## src/rad_pkg.sv

```systemverilog
// package for the operand address decoder: field positions, opcode
// groups and mode codes. assumes a single core clock domain.
package rad_pkg;
	localparam int RAD_IW = 16; // instruction width
	localparam int RAD_DW = 32; // register / address width
	localparam int RAD_N_HI = 11;
	localparam int RAD_N_LO = 8;
	localparam int RAD_M_HI = 7;
	localparam int RAD_M_LO = 4;
	localparam logic [31:0] RAD_LONG_MASK = 32'hFFFFFFFC;
	localparam logic [31:0] RAD_ZERO = 32'h00000000;
	localparam logic [1:0] RAD_SZ_B = 2'h0;
	localparam logic [1:0] RAD_SZ_W = 2'h1;
	localparam logic [1:0] RAD_SZ_L = 2'h2;
	// addressing mode selected by the pipeline
	typedef enum logic [3:0] {
		RAD_M_IND = 4'h0, // @Rn
		RAD_M_POST = 4'h1, // @Rn+
		RAD_M_PRE = 4'h2, // @-Rn
		RAD_M_DISP4 = 4'h3, // @(disp4,Rm)
		RAD_M_GBASE = 4'h4, // @(disp8,global base)
		RAD_M_PCD = 4'h5, // @(disp8,PC)
		RAD_M_BR8 = 4'h6, // short branch
		RAD_M_BR12 = 4'h7, // long branch
		RAD_M_BRREG = 4'h8, // PC + Rn
		RAD_M_IDX = 4'h9, // @(R0,Rn)
		RAD_M_NONE = 4'hF
	} rad_mode_e;
	// immediate flavours
	typedef enum logic [1:0] {
		RAD_I_ZX = 2'h0, // test/and/or/xor
		RAD_I_SX = 2'h1, // move/add/compare-equal
		RAD_I_TRAP = 2'h2, // software trap vector
		RAD_I_NONE = 2'h3
	} rad_imm_e;
	// branch kinds
	typedef enum logic [2:0] {
		RAD_B_NONE = 3'h0,
		RAD_B_UNC = 3'h1, // always delayed
		RAD_B_CT = 3'h2, // taken on flag set
		RAD_B_CF = 3'h3, // taken on flag clear
		RAD_B_CTS = 3'h4, // delayed, flag set
		RAD_B_CFS = 3'h5 // delayed, flag clear
	} rad_br_e;
endpackage : rad_pkg

```

## src/rad_decoder.sv

```systemverilog
// operand address decoder: fields, immediates, effective addresses,
// branch targets and delay-slot flags for 16-bit instructions.
// assumes the pipeline supplies register contents and mode selection
// and that the flag input is the current condition bit.
// **********************************************************
// decoder top
// **********************************************************
module rad_decoder #(
	parameter int DW = 32
) (
	// clock and reset
	input wire logic CORE_CLK,
	input wire logic RST,
	// instruction request from fetch
	input wire logic INSN_VALID,
	input wire logic [rad_pkg::RAD_IW-1:0] INSN_WORD,
	input wire rad_pkg::rad_mode_e ADDR_MODE,
	input wire rad_pkg::rad_imm_e IMM_KIND,
	input wire rad_pkg::rad_br_e BRANCH_KIND,
	input wire logic [1:0] OP_SIZE,
	input wire logic MULTIPLY_ACCUMULATE_OP,
	input wire logic LOGIC_MEM_OP,
	// operands from register file
	input wire logic [DW-1:0] PC_VALUE,
	input wire logic [DW-1:0] RN_VALUE,
	input wire logic [DW-1:0] RM_VALUE,
	input wire logic [DW-1:0] R0_VALUE,
	input wire logic [DW-1:0] GLOBAL_BASE_POINTER,
	input wire logic COND_FLAG,
	// load data return
	input wire logic LOAD_VALID,
	input wire logic [1:0] LOAD_SIZE,
	input wire logic [DW-1:0] LOAD_RAW,
	// decoded fields
	output logic OUT_VALID,
	output logic [3:0] DEST_REG,
	output logic [3:0] SRC_REG,
	output logic [DW-1:0] IMM_VALUE,
	output logic [DW-1:0] EFF_ADDR,
	output logic WB_EN,
	output logic [3:0] WB_REG,
	output logic [DW-1:0] WB_VALUE,
	output logic SRC2_POST_INC,
	output logic RMW_EN,
	output logic ADDR_ERR,
	// branch control
	output logic BR_TAKE,
	output logic [DW-1:0] BR_TARGET,
	output logic BR_DELAY_SLOT,
	// load result
	output logic LOAD_OUT_VALID,
	output logic [DW-1:0] LOAD_EXT
);
	import rad_pkg::*;

	// **********************************************************
	// helpers
	// **********************************************************
	// operand size step 1/2/4, shared by the increment and decrement paths
	function automatic logic [DW-1:0] size_step(input logic [1:0] sz);
		logic [DW-1:0] s;
		s = DW'(1);
		if (sz == RAD_SZ_W) begin
			s = DW'(2);
		end else if (sz == RAD_SZ_L) begin
			s = DW'(4);
		end
		return s;
	endfunction : size_step

	// displacement scaled by the operand size
	function automatic logic [DW-1:0] scale(input logic [DW-1:0] d,
		input logic [1:0] sz);
		logic [DW-1:0] r;
		r = d;
		if (sz == RAD_SZ_W) begin
			r = d << 1;
		end else if (sz == RAD_SZ_L) begin
			r = d << 2;
		end
		return r;
	endfunction : scale

	// **********************************************************
	// field extraction
	// **********************************************************
	logic [3:0] fld_n;
	logic [3:0] fld_m;
	logic [3:0] fld_d4;
	logic [7:0] fld_d8;
	logic [11:0] fld_d12;
	// nibble positions fixed by the 16-bit format
	assign fld_n = INSN_WORD[RAD_N_HI:RAD_N_LO];
	assign fld_m = INSN_WORD[RAD_M_HI:RAD_M_LO];
	assign fld_d4 = INSN_WORD[3:0];
	assign fld_d8 = INSN_WORD[7:0];
	assign fld_d12 = INSN_WORD[11:0];

	// **********************************************************
	// immediates
	// **********************************************************
	logic [DW-1:0] nxt_imm;
	always_comb begin
		case (IMM_KIND)
			RAD_I_ZX: nxt_imm = DW'(fld_d8);
			RAD_I_SX: nxt_imm = {{(DW-8){fld_d8[7]}}, fld_d8};
			RAD_I_TRAP: nxt_imm = DW'({fld_d8, 2'h0});
			default: nxt_imm = RAD_ZERO;
		endcase
	end

	// **********************************************************
	// effective address and register write-back
	// **********************************************************
	logic [DW-1:0] nxt_ea;
	logic nxt_wb;
	logic [DW-1:0] nxt_wbv;
	logic [DW-1:0] dec_val;
	logic [DW-1:0] pc_base;
	assign dec_val = RN_VALUE - size_step(OP_SIZE);
	// longword literal tables sit on 4-byte lines, so PC low bits drop
	assign pc_base = (OP_SIZE == RAD_SZ_L) ? (PC_VALUE & RAD_LONG_MASK)
		: PC_VALUE;
	always_comb begin
		nxt_ea = RAD_ZERO;
		nxt_wb = 1'b0;
		nxt_wbv = RAD_ZERO;
		case (ADDR_MODE)
			RAD_M_IND: nxt_ea = RN_VALUE;
			RAD_M_POST: begin
				nxt_ea = RN_VALUE;
				nxt_wb = 1'b1;
				nxt_wbv = RN_VALUE + size_step(OP_SIZE);
			end
			RAD_M_PRE: begin
				nxt_ea = dec_val;
				nxt_wb = 1'b1;
				nxt_wbv = dec_val;
			end
			RAD_M_DISP4: nxt_ea = RM_VALUE + scale(DW'(fld_d4), OP_SIZE);
			RAD_M_GBASE: nxt_ea = GLOBAL_BASE_POINTER
				+ scale(DW'(fld_d8), OP_SIZE);
			RAD_M_PCD: nxt_ea = pc_base + scale(DW'(fld_d8), OP_SIZE);
			RAD_M_IDX: nxt_ea = R0_VALUE + RN_VALUE;
			default: nxt_ea = RAD_ZERO;
		endcase
	end

	// misaligned halfword/longword access; bytes go anywhere
	logic nxt_aerr;
	logic mem_mode;
	assign mem_mode = (ADDR_MODE == RAD_M_IND) || (ADDR_MODE == RAD_M_POST)
		|| (ADDR_MODE == RAD_M_PRE) || (ADDR_MODE == RAD_M_DISP4)
		|| (ADDR_MODE == RAD_M_GBASE) || (ADDR_MODE == RAD_M_PCD)
		|| (ADDR_MODE == RAD_M_IDX);
	assign nxt_aerr = mem_mode && (((OP_SIZE == RAD_SZ_W) && nxt_ea[0])
		|| ((OP_SIZE == RAD_SZ_L) && (nxt_ea[1:0] != 2'h0)));

	// **********************************************************
	// branches
	// **********************************************************
	logic [DW-1:0] nxt_tgt;
	logic nxt_take;
	logic nxt_slot;
	always_comb begin
		case (ADDR_MODE)
			RAD_M_BR8: nxt_tgt = PC_VALUE
				+ {{(DW-9){fld_d8[7]}}, fld_d8, 1'b0};
			RAD_M_BR12: nxt_tgt = PC_VALUE
				+ {{(DW-13){fld_d12[11]}}, fld_d12, 1'b0};
			RAD_M_BRREG: nxt_tgt = PC_VALUE + RN_VALUE;
			default: nxt_tgt = PC_VALUE;
		endcase
	end
	// flag is only read here; this block never writes it
	always_comb begin
		case (BRANCH_KIND)
			RAD_B_UNC: begin
				nxt_take = 1'b1;
				nxt_slot = 1'b1;
			end
			RAD_B_CT: begin
				nxt_take = COND_FLAG;
				nxt_slot = 1'b0;
			end
			RAD_B_CF: begin
				nxt_take = !COND_FLAG;
				nxt_slot = 1'b0;
			end
			RAD_B_CTS: begin
				nxt_take = COND_FLAG;
				nxt_slot = 1'b1;
			end
			RAD_B_CFS: begin
				nxt_take = !COND_FLAG;
				nxt_slot = 1'b1;
			end
			default: begin
				nxt_take = 1'b0;
				nxt_slot = 1'b0;
			end
		endcase
	end

	// **********************************************************
	// registered decode outputs
	// **********************************************************
	// one-cycle latency; all outputs qualified by OUT_VALID
	always_ff @(posedge CORE_CLK or posedge RST) begin
		if (RST) begin
			OUT_VALID <= 1'b0;
			DEST_REG <= 4'h0;
			SRC_REG <= 4'h0;
			IMM_VALUE <= RAD_ZERO;
			EFF_ADDR <= RAD_ZERO;
			WB_EN <= 1'b0;
			WB_REG <= 4'h0;
			WB_VALUE <= RAD_ZERO;
			SRC2_POST_INC <= 1'b0;
			RMW_EN <= 1'b0;
			ADDR_ERR <= 1'b0;
		end else begin
			OUT_VALID <= INSN_VALID;
			DEST_REG <= fld_n;
			SRC_REG <= fld_m;
			IMM_VALUE <= nxt_imm;
			EFF_ADDR <= nxt_ea;
			WB_EN <= INSN_VALID && nxt_wb;
			WB_REG <= fld_n;
			WB_VALUE <= nxt_wbv;
			// the n field becomes a second pointer, never a destination
			SRC2_POST_INC <= INSN_VALID && MULTIPLY_ACCUMULATE_OP;
			// bit ops on memory go read-modify-write, no register load
			RMW_EN <= INSN_VALID && LOGIC_MEM_OP && mem_mode;
			ADDR_ERR <= INSN_VALID && nxt_aerr;
		end
	end

	// branch outputs kept apart from operand decode
	always_ff @(posedge CORE_CLK or posedge RST) begin
		if (RST) begin
			BR_TAKE <= 1'b0;
			BR_TARGET <= RAD_ZERO;
			BR_DELAY_SLOT <= 1'b0;
		end else begin
			BR_TAKE <= INSN_VALID && nxt_take;
			BR_TARGET <= nxt_tgt;
			BR_DELAY_SLOT <= INSN_VALID && nxt_take && nxt_slot;
		end
	end

	// **********************************************************
	// load extension
	// **********************************************************
	logic [DW-1:0] nxt_ld;
	always_comb begin
		case (LOAD_SIZE)
			RAD_SZ_B: nxt_ld = {{(DW-8){LOAD_RAW[7]}}, LOAD_RAW[7:0]};
			RAD_SZ_W: nxt_ld = {{(DW-16){LOAD_RAW[15]}}, LOAD_RAW[15:0]};
			default: nxt_ld = LOAD_RAW;
		endcase
	end
	always_ff @(posedge CORE_CLK or posedge RST) begin
		if (RST) begin
			LOAD_OUT_VALID <= 1'b0;
			LOAD_EXT <= RAD_ZERO;
		end else begin
			LOAD_OUT_VALID <= LOAD_VALID;
			LOAD_EXT <= nxt_ld;
		end
	end

	// **********************************************************
	// checks
	// **********************************************************
	post_inc_a: assert property (@(posedge CORE_CLK) disable iff (RST)
		(INSN_VALID && ADDR_MODE == RAD_M_POST && OP_SIZE == RAD_SZ_L)
		|=> (WB_EN && WB_VALUE == EFF_ADDR + 32'h4))
		else $error("post increment step wrong");
	pre_dec_a: assert property (@(posedge CORE_CLK) disable iff (RST)
		(INSN_VALID && ADDR_MODE == RAD_M_PRE)
		|=> (WB_EN && WB_VALUE == EFF_ADDR))
		else $error("pre decrement address mismatch");
	pc_long_a: assert property (@(posedge CORE_CLK) disable iff (RST)
		(INSN_VALID && ADDR_MODE == RAD_M_PCD && OP_SIZE == RAD_SZ_L)
		|=> (EFF_ADDR[1:0] == 2'h0))
		else $error("longword PC-relative address not aligned");
	br_short_a: assert property (@(posedge CORE_CLK) disable iff (RST)
		(ADDR_MODE == RAD_M_BR8) |=> (BR_TARGET == $past(PC_VALUE)
		+ {{24{$past(INSN_WORD[7])}}, $past(INSN_WORD[7:0])} * 2))
		else $error("short branch target wrong");
	uncond_slot_a: assert property (@(posedge CORE_CLK) disable iff (RST)
		(INSN_VALID && BRANCH_KIND == RAD_B_UNC) |=> (BR_TAKE && BR_DELAY_SLOT))
		else $error("unconditional branch not delayed");
	cond_take_a: assert property (@(posedge CORE_CLK) disable iff (RST)
		(INSN_VALID && BRANCH_KIND == RAD_B_CF) |=> (BR_TAKE == !$past(COND_FLAG)))
		else $error("conditional branch ignores flag");
	imm_sign_a: assert property (@(posedge CORE_CLK) disable iff (RST)
		(IMM_KIND == RAD_I_SX) |=> (IMM_VALUE[31:7] == {25{IMM_VALUE[7]}}))
		else $error("signed immediate not extended");
	trap_vec_a: assert property (@(posedge CORE_CLK) disable iff (RST)
		(IMM_KIND == RAD_I_TRAP) |=> (IMM_VALUE == {22'h0, $past(INSN_WORD[7:0]), 2'h0}))
		else $error("trap vector offset wrong");
	addr_err_a: assert property (@(posedge CORE_CLK) disable iff (RST)
		(OUT_VALID && $past(mem_mode) && $past(OP_SIZE) == RAD_SZ_W && EFF_ADDR[0])
		|-> ADDR_ERR)
		else $error("odd halfword address not flagged");
	load_ext_a: assert property (@(posedge CORE_CLK) disable iff (RST)
		(LOAD_VALID && LOAD_SIZE == RAD_SZ_B) |=> (LOAD_EXT[31:8] == {24{LOAD_EXT[7]}}))
		else $error("byte load not sign extended");
endmodule : rad_decoder

```

## config.mk

```make
export PLATFORM = sky130hd
export DESIGN_NAME = rad_decoder
export DESIGN_NICKNAME = d
export VERILOG_FILES = /design/src/rad_pkg.sv /design/src/rad_decoder.sv
export SDC_FILE = /design/constraint.sdc
export NUM_CORES = 1
export LEC_CHECK = 0
export BUFFER_PORTS_ARGS = -buffer_cell sky130_fd_sc_hd__buf_2
export CELL_PAD_IN_SITES_DETAIL_PLACEMENT = 1
export CELL_PAD_IN_SITES_GLOBAL_PLACEMENT = 2
export CORE_MARGIN = 2
export CORE_UTILIZATION = 31
export CTS_CLUSTER_SIZE = 12
export DETAILED_ROUTE_END_ITERATION = 16
export PLACE_DENSITY_LB_ADDON = 0.1
export RECOVER_POWER = 25
export SLEW_MARGIN = 20
export SYNTH_ARGS = -nofsm -noshare
export SYNTH_HDL_FRONTEND = slang
export SYNTH_SLANG_ARGS = --single-unit
```

## constraint.sdc

```tcl
create_clock -name CORE_CLK -period 6.19 [get_ports CORE_CLK]
set_input_delay 0.3095 -clock CORE_CLK [delete_from_list [all_inputs] [get_ports CORE_CLK]]
set_output_delay 0.3095 -clock CORE_CLK [all_outputs]
set_load 0.03 [all_outputs]
```

### After elaboration in Yosys (flattened, before gate mapping)

Index checks and enable logic that the tools add are counted.

| word-level totals | value |
|---|---|
| register bits after elaboration | 176 |
| input bits | 228 |
| output and inout bits | 180 |

| operators by class | value |
|---|---|
| add/sub/neg operators | 9 |
| equality and inequality tests | 19 |
| multiplexer cells | 19 |
| reductions and logical operators | 27 |

Operator list:

| cell | count |
|---|---|
| 32-bit adder | 8 |
| 32-bit one-hot mux with 3 select lines | 2 |
| 32-bit one-hot mux with 6 select lines | 1 |
| 32-bit 2-to-1 mux | 4 |
| 32-bit one-hot mux with 2 select lines | 2 |
| 32-bit subtractor | 1 |
| 10-bit 2-to-1 mux | 2 |
| 4-bit by 3-bit equality test with 1-bit output, second input constant | 4 |
| 6-bit 2-to-1 mux | 2 |
| 1-bit logical AND | 10 |
| 4-bit by 2-bit equality test with 1-bit output, second input constant | 2 |
| 4-bit equality test, second input constant | 2 |
| 2-bit OR reduction | 4 |
| 1-bit logical OR | 7 |
| 2-bit by 1-bit equality test with 1-bit output, second input constant | 3 |
| 3-bit by 2-bit equality test with 1-bit output, second input constant | 2 |
| 3-bit equality test, second input constant | 2 |
| 3-bit 2-to-1 mux | 2 |
| 2-bit equality test, second input constant | 2 |
| 4-bit by 1-bit equality test with 1-bit output, second input constant | 1 |
| 2-bit zero test | 2 |
| 4-bit zero test | 1 |
| 3-bit by 1-bit equality test with 1-bit output, second input constant | 1 |
| 1-bit one-hot mux with 3 select lines | 1 |
| 5 further kinds | 6 |

### Depth between registers and ports, before layout

| depth | value |
|---|---|
| word-level depth | 11 |
| gate-level depth with buffers | 20 |
| depth with buffers taken out | 18 |

### Worst setup path before layout

OpenSTA, ideal clock, no wires.

| timing | value |
|---|---|
| path kind | input-to-reg |
| from | in ADDR_MODE[1] |
| to | reg EFF_ADDR[16] |
| arrival | 4034 ps |
| data required time | 6059 ps |
| setup slack | 2025 ps |
| stages | 20 |
| buffers on the path | 3 |
| cell sequence | nand2b_1 > nor2_1 > clkbuf_1 > clkbuf_1 > clkbuf_1 > nand3_1 > nand2_1 > ha_1 > inv_1 > fa_1 > nor2b_1 > o21ai_0 > a211o_1 > nand3_1 > a21o_1 > nor2b_1 > nand3_1 > xor2_1 > o221ai_1 > or3_1 |

| on the way | value |
|---|---|
| longest elaborated chain between the ends | 3 |
| elaborated cells between the ends (all ways) | 9 |

RTL lines:

| item | RTL line | text |
|---|---|---|
| start, declared | rad_decoder.sv:17 | `input wire rad_pkg::rad_mode_e ADDR_MODE,` |
| 4-bit by 1-bit equality test with 1-bit output or 4-bit zero test (tied branches) | rad_decoder.sv:128 | `case (ADDR_MODE)` |
| 2-bit OR reduction (no line) | -- |  |
| 32-bit one-hot mux with 6 select lines (*) | rad_decoder.sv:128 |  |
| net nxt_ea[16] | rad_decoder.sv:115 | `logic [DW-1:0] nxt_ea;` |
| end signal, assigned | rad_decoder.sv:227 | `EFF_ADDR <= nxt_ea;` |
| end, declared | rad_decoder.sv:39 | `output logic [DW-1:0] EFF_ADDR,` |

The timed path passes the listed nets; every way through them passes the cells marked *.

### Worst setup path after layout

| timing | value |
|---|---|
| from | in ADDR_MODE[2] |
| to | reg BR_TARGET[29] |

| on the way | value |
|---|---|
| longest elaborated chain between the ends | 2 |
| elaborated cells between the ends (all ways) | 4 |

RTL lines:

| item | RTL line | text |
|---|---|---|
| 4-bit equality test or 4-bit by 3-bit equality test with 1-bit output (tied branches) | rad_decoder.sv:166 | `case (ADDR_MODE)` |
| 32-bit one-hot mux with 3 select lines (*) | rad_decoder.sv:166 |  |
| net nxt_tgt[29] | rad_decoder.sv:162 | `logic [DW-1:0] nxt_tgt;` |
| end signal, assigned | rad_decoder.sv:247 | `BR_TARGET <= nxt_tgt;` |
| end, declared | rad_decoder.sv:48 | `output logic [DW-1:0] BR_TARGET,` |

Marked as above.

==> results.cfg <==
[yosys]
synth_fa_ha_area_frac = 0.110
synthMuxAreaShare = 0.0218
synth_edf_count = 0
syn-cell-area_um2 = 14700
syn-num-nets = 2191
ys_seq_area_frac = 0.263
synth_compound_area_frac = 0.270
ys_warn_count = 0
ys_seq_elements = 155
synth_top_family_by_area = compound AO/OA/AOI/OAI gates
syn_avg_cell_area_um2 = 8.01
synthSimpleGateAreaFrac = 0.207
synthFlopType = dfrtp_1
netlist-cell-type-count = 80
synth_xor_area_frac = 0.0803
synth_cells = 1838
async_reset_ff_frac = 1.00

[sta]
finalCritPeriodShare = 0.829
max_freq_mhz = 195
tns_ns = 0
rsz0062_at_grt = no
tightest_slew_ns = 1.89
finalHoldViolations = 0
setup_ws_ns = 1.06
setup_violations = 0
slew_headroom = -0.268
drv_slew = 38
final.min_clock_period_ns = 5.13

[power_and_ir_drop]
power.leakage_uw = 0.00839
p_per_area_nw_per_um2 = 201
ir_drop_uv = 195

[worst_setup_path]
crit_start = ADDR_MODE[2]
crit_required_ns = 6.59
crit_fanout = 24
critical_path.max_stage_delay_ns = 0.96
endpoint_kind = register
start_kind = input pin
endpoint = BR_TARGET[29]
critPathSlowestCell = clkbuf_1
crit_chain = buf_2 -> nor2b_1 -> buf_4 -> and2_1 -> clkbuf_1 -> a31oi_1 -> inv_1 -> ha_1 -> a21o_1 -> a211oi_2 -> o2111ai_1 -> a21o_1 -> or4b_4 -> a31o_1 -> a21oi_2 -> nor2b_1 -> o32a_1 -> o211ai_2
path_class = input pin to register
arrival_ns = 5.53

[global_route]
grt_max_degree = 67
grt-ovfl-total = 0
grt_pass1_wl_um = 96000
track_usage = 0.256
grt_pass1_vias = 15800
antenna_found_initial = 10

[placement]
io_buffers = 403
gp_congestion = 0.922
dp_hpwl_um = 51000
pre_cts_ws_ns = 1.21

[finish]
final_net_count = 2544
multi_input_area_um2 = 10200
final_layout_size_suffix_gt1_frac = 0.193
fillerInstances = 5770
most-common-layout-cells = 345 x buf_2, 192 x nand2_1, 155 x dfrtp_1
area_growth_pct = 21.8
seqCellArea_um2 = 3880
final_common_cell = buf_2

[floorplan]
coreArea_um2 = 46800
die_w_um = 222
start_util = 0.315
top_level_ports = 408
rows = 79
fp.dieArea_um2 = 49300
dieHeight_um = 222

[cts]
cts_made_buffers = 17
clock-sinks = 155
cts.clk_slew.worst_paths_ns = 0.07
cts_max_level = 4
cts_buffer_depth = 2
cts_tree = yes
cts_root_buf = clkbuf_16

[detailed_routing]
ant_nets = 0
wl_per_cell_um = 22.5
drtIter0Drc = 949
vias = 15400
drc_errors = 0
first_pass_iters = 4
wirelength_um = 63300
viasPerCell = 5.48

[flow_run]
maxCapViolCount = 1

[worst_hold_path]
hp-class = input pin to register

[status]
violations = capacitance limit, slew limit
status = finished, violations left
## logic make-up (layout without fill, tap and decap cells)
family,Yosys count,after routing
other cells,0,6
flops,155,155
xor+xnor,135,135
fa+ha+maj,125,125
buf+inv,164,530
simple gates,620,620
compound gates,607,607
mux,32,32
## final cells by class
| cell class | instances | share of cell area |
|---|---|---|
| clock inverter | 13 | 0.00753 |
| clock buffer | 19 | 0.0247 |
| timing repair buffer | 449 | 0.131 |
| sequential | 155 | 0.216 |
| multi-input combinational | 1519 | 0.567 |
| tap | 607 | 0.0423 |
| inverter | 49 | 0.0103 |
| antenna | 6 | 0.000837 |
## stage by stage
step | util | std cells | total power [uW] | hold WS (ns) | instance area, um2
after global routing | 0.384 | 2815 | 3820 | 0.0188 | 17900
after detailed placement | 0.367 | 2752 | 2530 | 0.334 | 17200
final | 0.384 | 2817 | 3610 | 0.0299 | 17900
after floorplan | - | 1838 | 2060 | 0.341 | 14700
after CTS | 0.385 | 2811 | 3660 | 0.000432 | 18000
after global placement | 0.367 | 2752 | 2510 | 0.330 | 17200
## repair_timing
item,in CTS,in global routing
hold buffers,27,0
buffers inserted,0,0
resized for setup,0,0
hold endpoints to repair,61,0
## cells in the mapped netlist (6+ instances only)
cell        n  share of area
a221o_1    11         0.0075
dfrtp_1   155           0.26
buf_4      25          0.013
nor2_1    128          0.033
o21bai_1   20          0.010
or3_1      18         0.0076
nand2_1   192          0.049
o21a_1     18         0.0092
a21o_1     69          0.035
o211ai_1   26          0.013
and4_1      9         0.0054
mux2i_1    31          0.021
inv_1      49          0.012
a31oi_1    25          0.011
fa_1        7         0.0095
nor3_1     42          0.014
o22ai_1    16         0.0068
and3_1     35          0.015
xnor2_1    58          0.035
nand2b_1   22         0.0093
nand3b_1    9         0.0046
or2_2       9         0.0038
and2_1     17         0.0072
xor2_1     77          0.046
o21ai_0   152          0.052
clkbuf_1   85          0.022
nor4_1     12         0.0051
nand3_1    63          0.021
nor2b_1    24          0.010
a21oi_1   126          0.043
ha_1      118           0.10
nand4_1    20         0.0085
a22oi_1    21          0.011
o221ai_1   13         0.0077
a211o_1    10         0.0059
a211oi_1   25          0.013
a221oi_1   15         0.0089
o31ai_1     6         0.0031
## worst min-delay path by stage
stage                      start             end  slack (ns)  depth (start not counted)
detailed placement           RST  LOAD_OUT_VALID        0.33                          2
finish              LOAD_RAW[31]    LOAD_EXT[31]        0.03                          2
global placement             RST  LOAD_OUT_VALID        0.33                          2
global route        LOAD_RAW[16]    LOAD_EXT[16]        0.02                          2
floorplan            LOAD_RAW[0]     LOAD_EXT[0]        0.34                          0
CTS                 LOAD_RAW[16]    LOAD_EXT[16]      0.0004                          2
## state kept, by name, summed over array words and instances, names as in the netlist
signal	count
BR_TARGET	32
EFF_ADDR	32
LOAD_EXT	32
WB_VALUE	32
IMM_VALUE	11
SRC_REG	4
WB_REG	4
ADDR_ERR	1
BR_DELAY_SLOT	1
BR_TAKE	1
LOAD_OUT_VALID	1
OUT_VALID	1
RMW_EN	1
SRC2_POST_INC	1
WB_EN	1
## per-layer routing
layer | up-vias | part of all wire | global-route usage
met5 | - | 0.00084 | 0
met4 | 8 | 0.022 | 0.0824
met3 | 58 | 0.039 | 0.0395
met2 | 354 | 0.49 | 0.435
met1 | 7556 | 0.45 | 0.331
li1 | 7470 | - | -
## worst max-delay path, delay by kind of cell
| family | cells | cell delay (ns) |
|---|---|---|
| AOI/OAI and AO/OA | 9 | 2.39 |
| adders and majority gates | 1 | 0.34 |
| buffers and inverters | 4 | 1.58 |
| and+or+nand+nor | 4 | 0.90 |
## power breakdown
group / total (uW) / internal (uW) / switching, uW
clock: 1090 / 575 / 510
sequential: 1120 / 1090 / 28.1
combinational: 1400 / 492 / 907
total: 3610 / 2160 / 1450
Power figures use the tool's default switching activity.
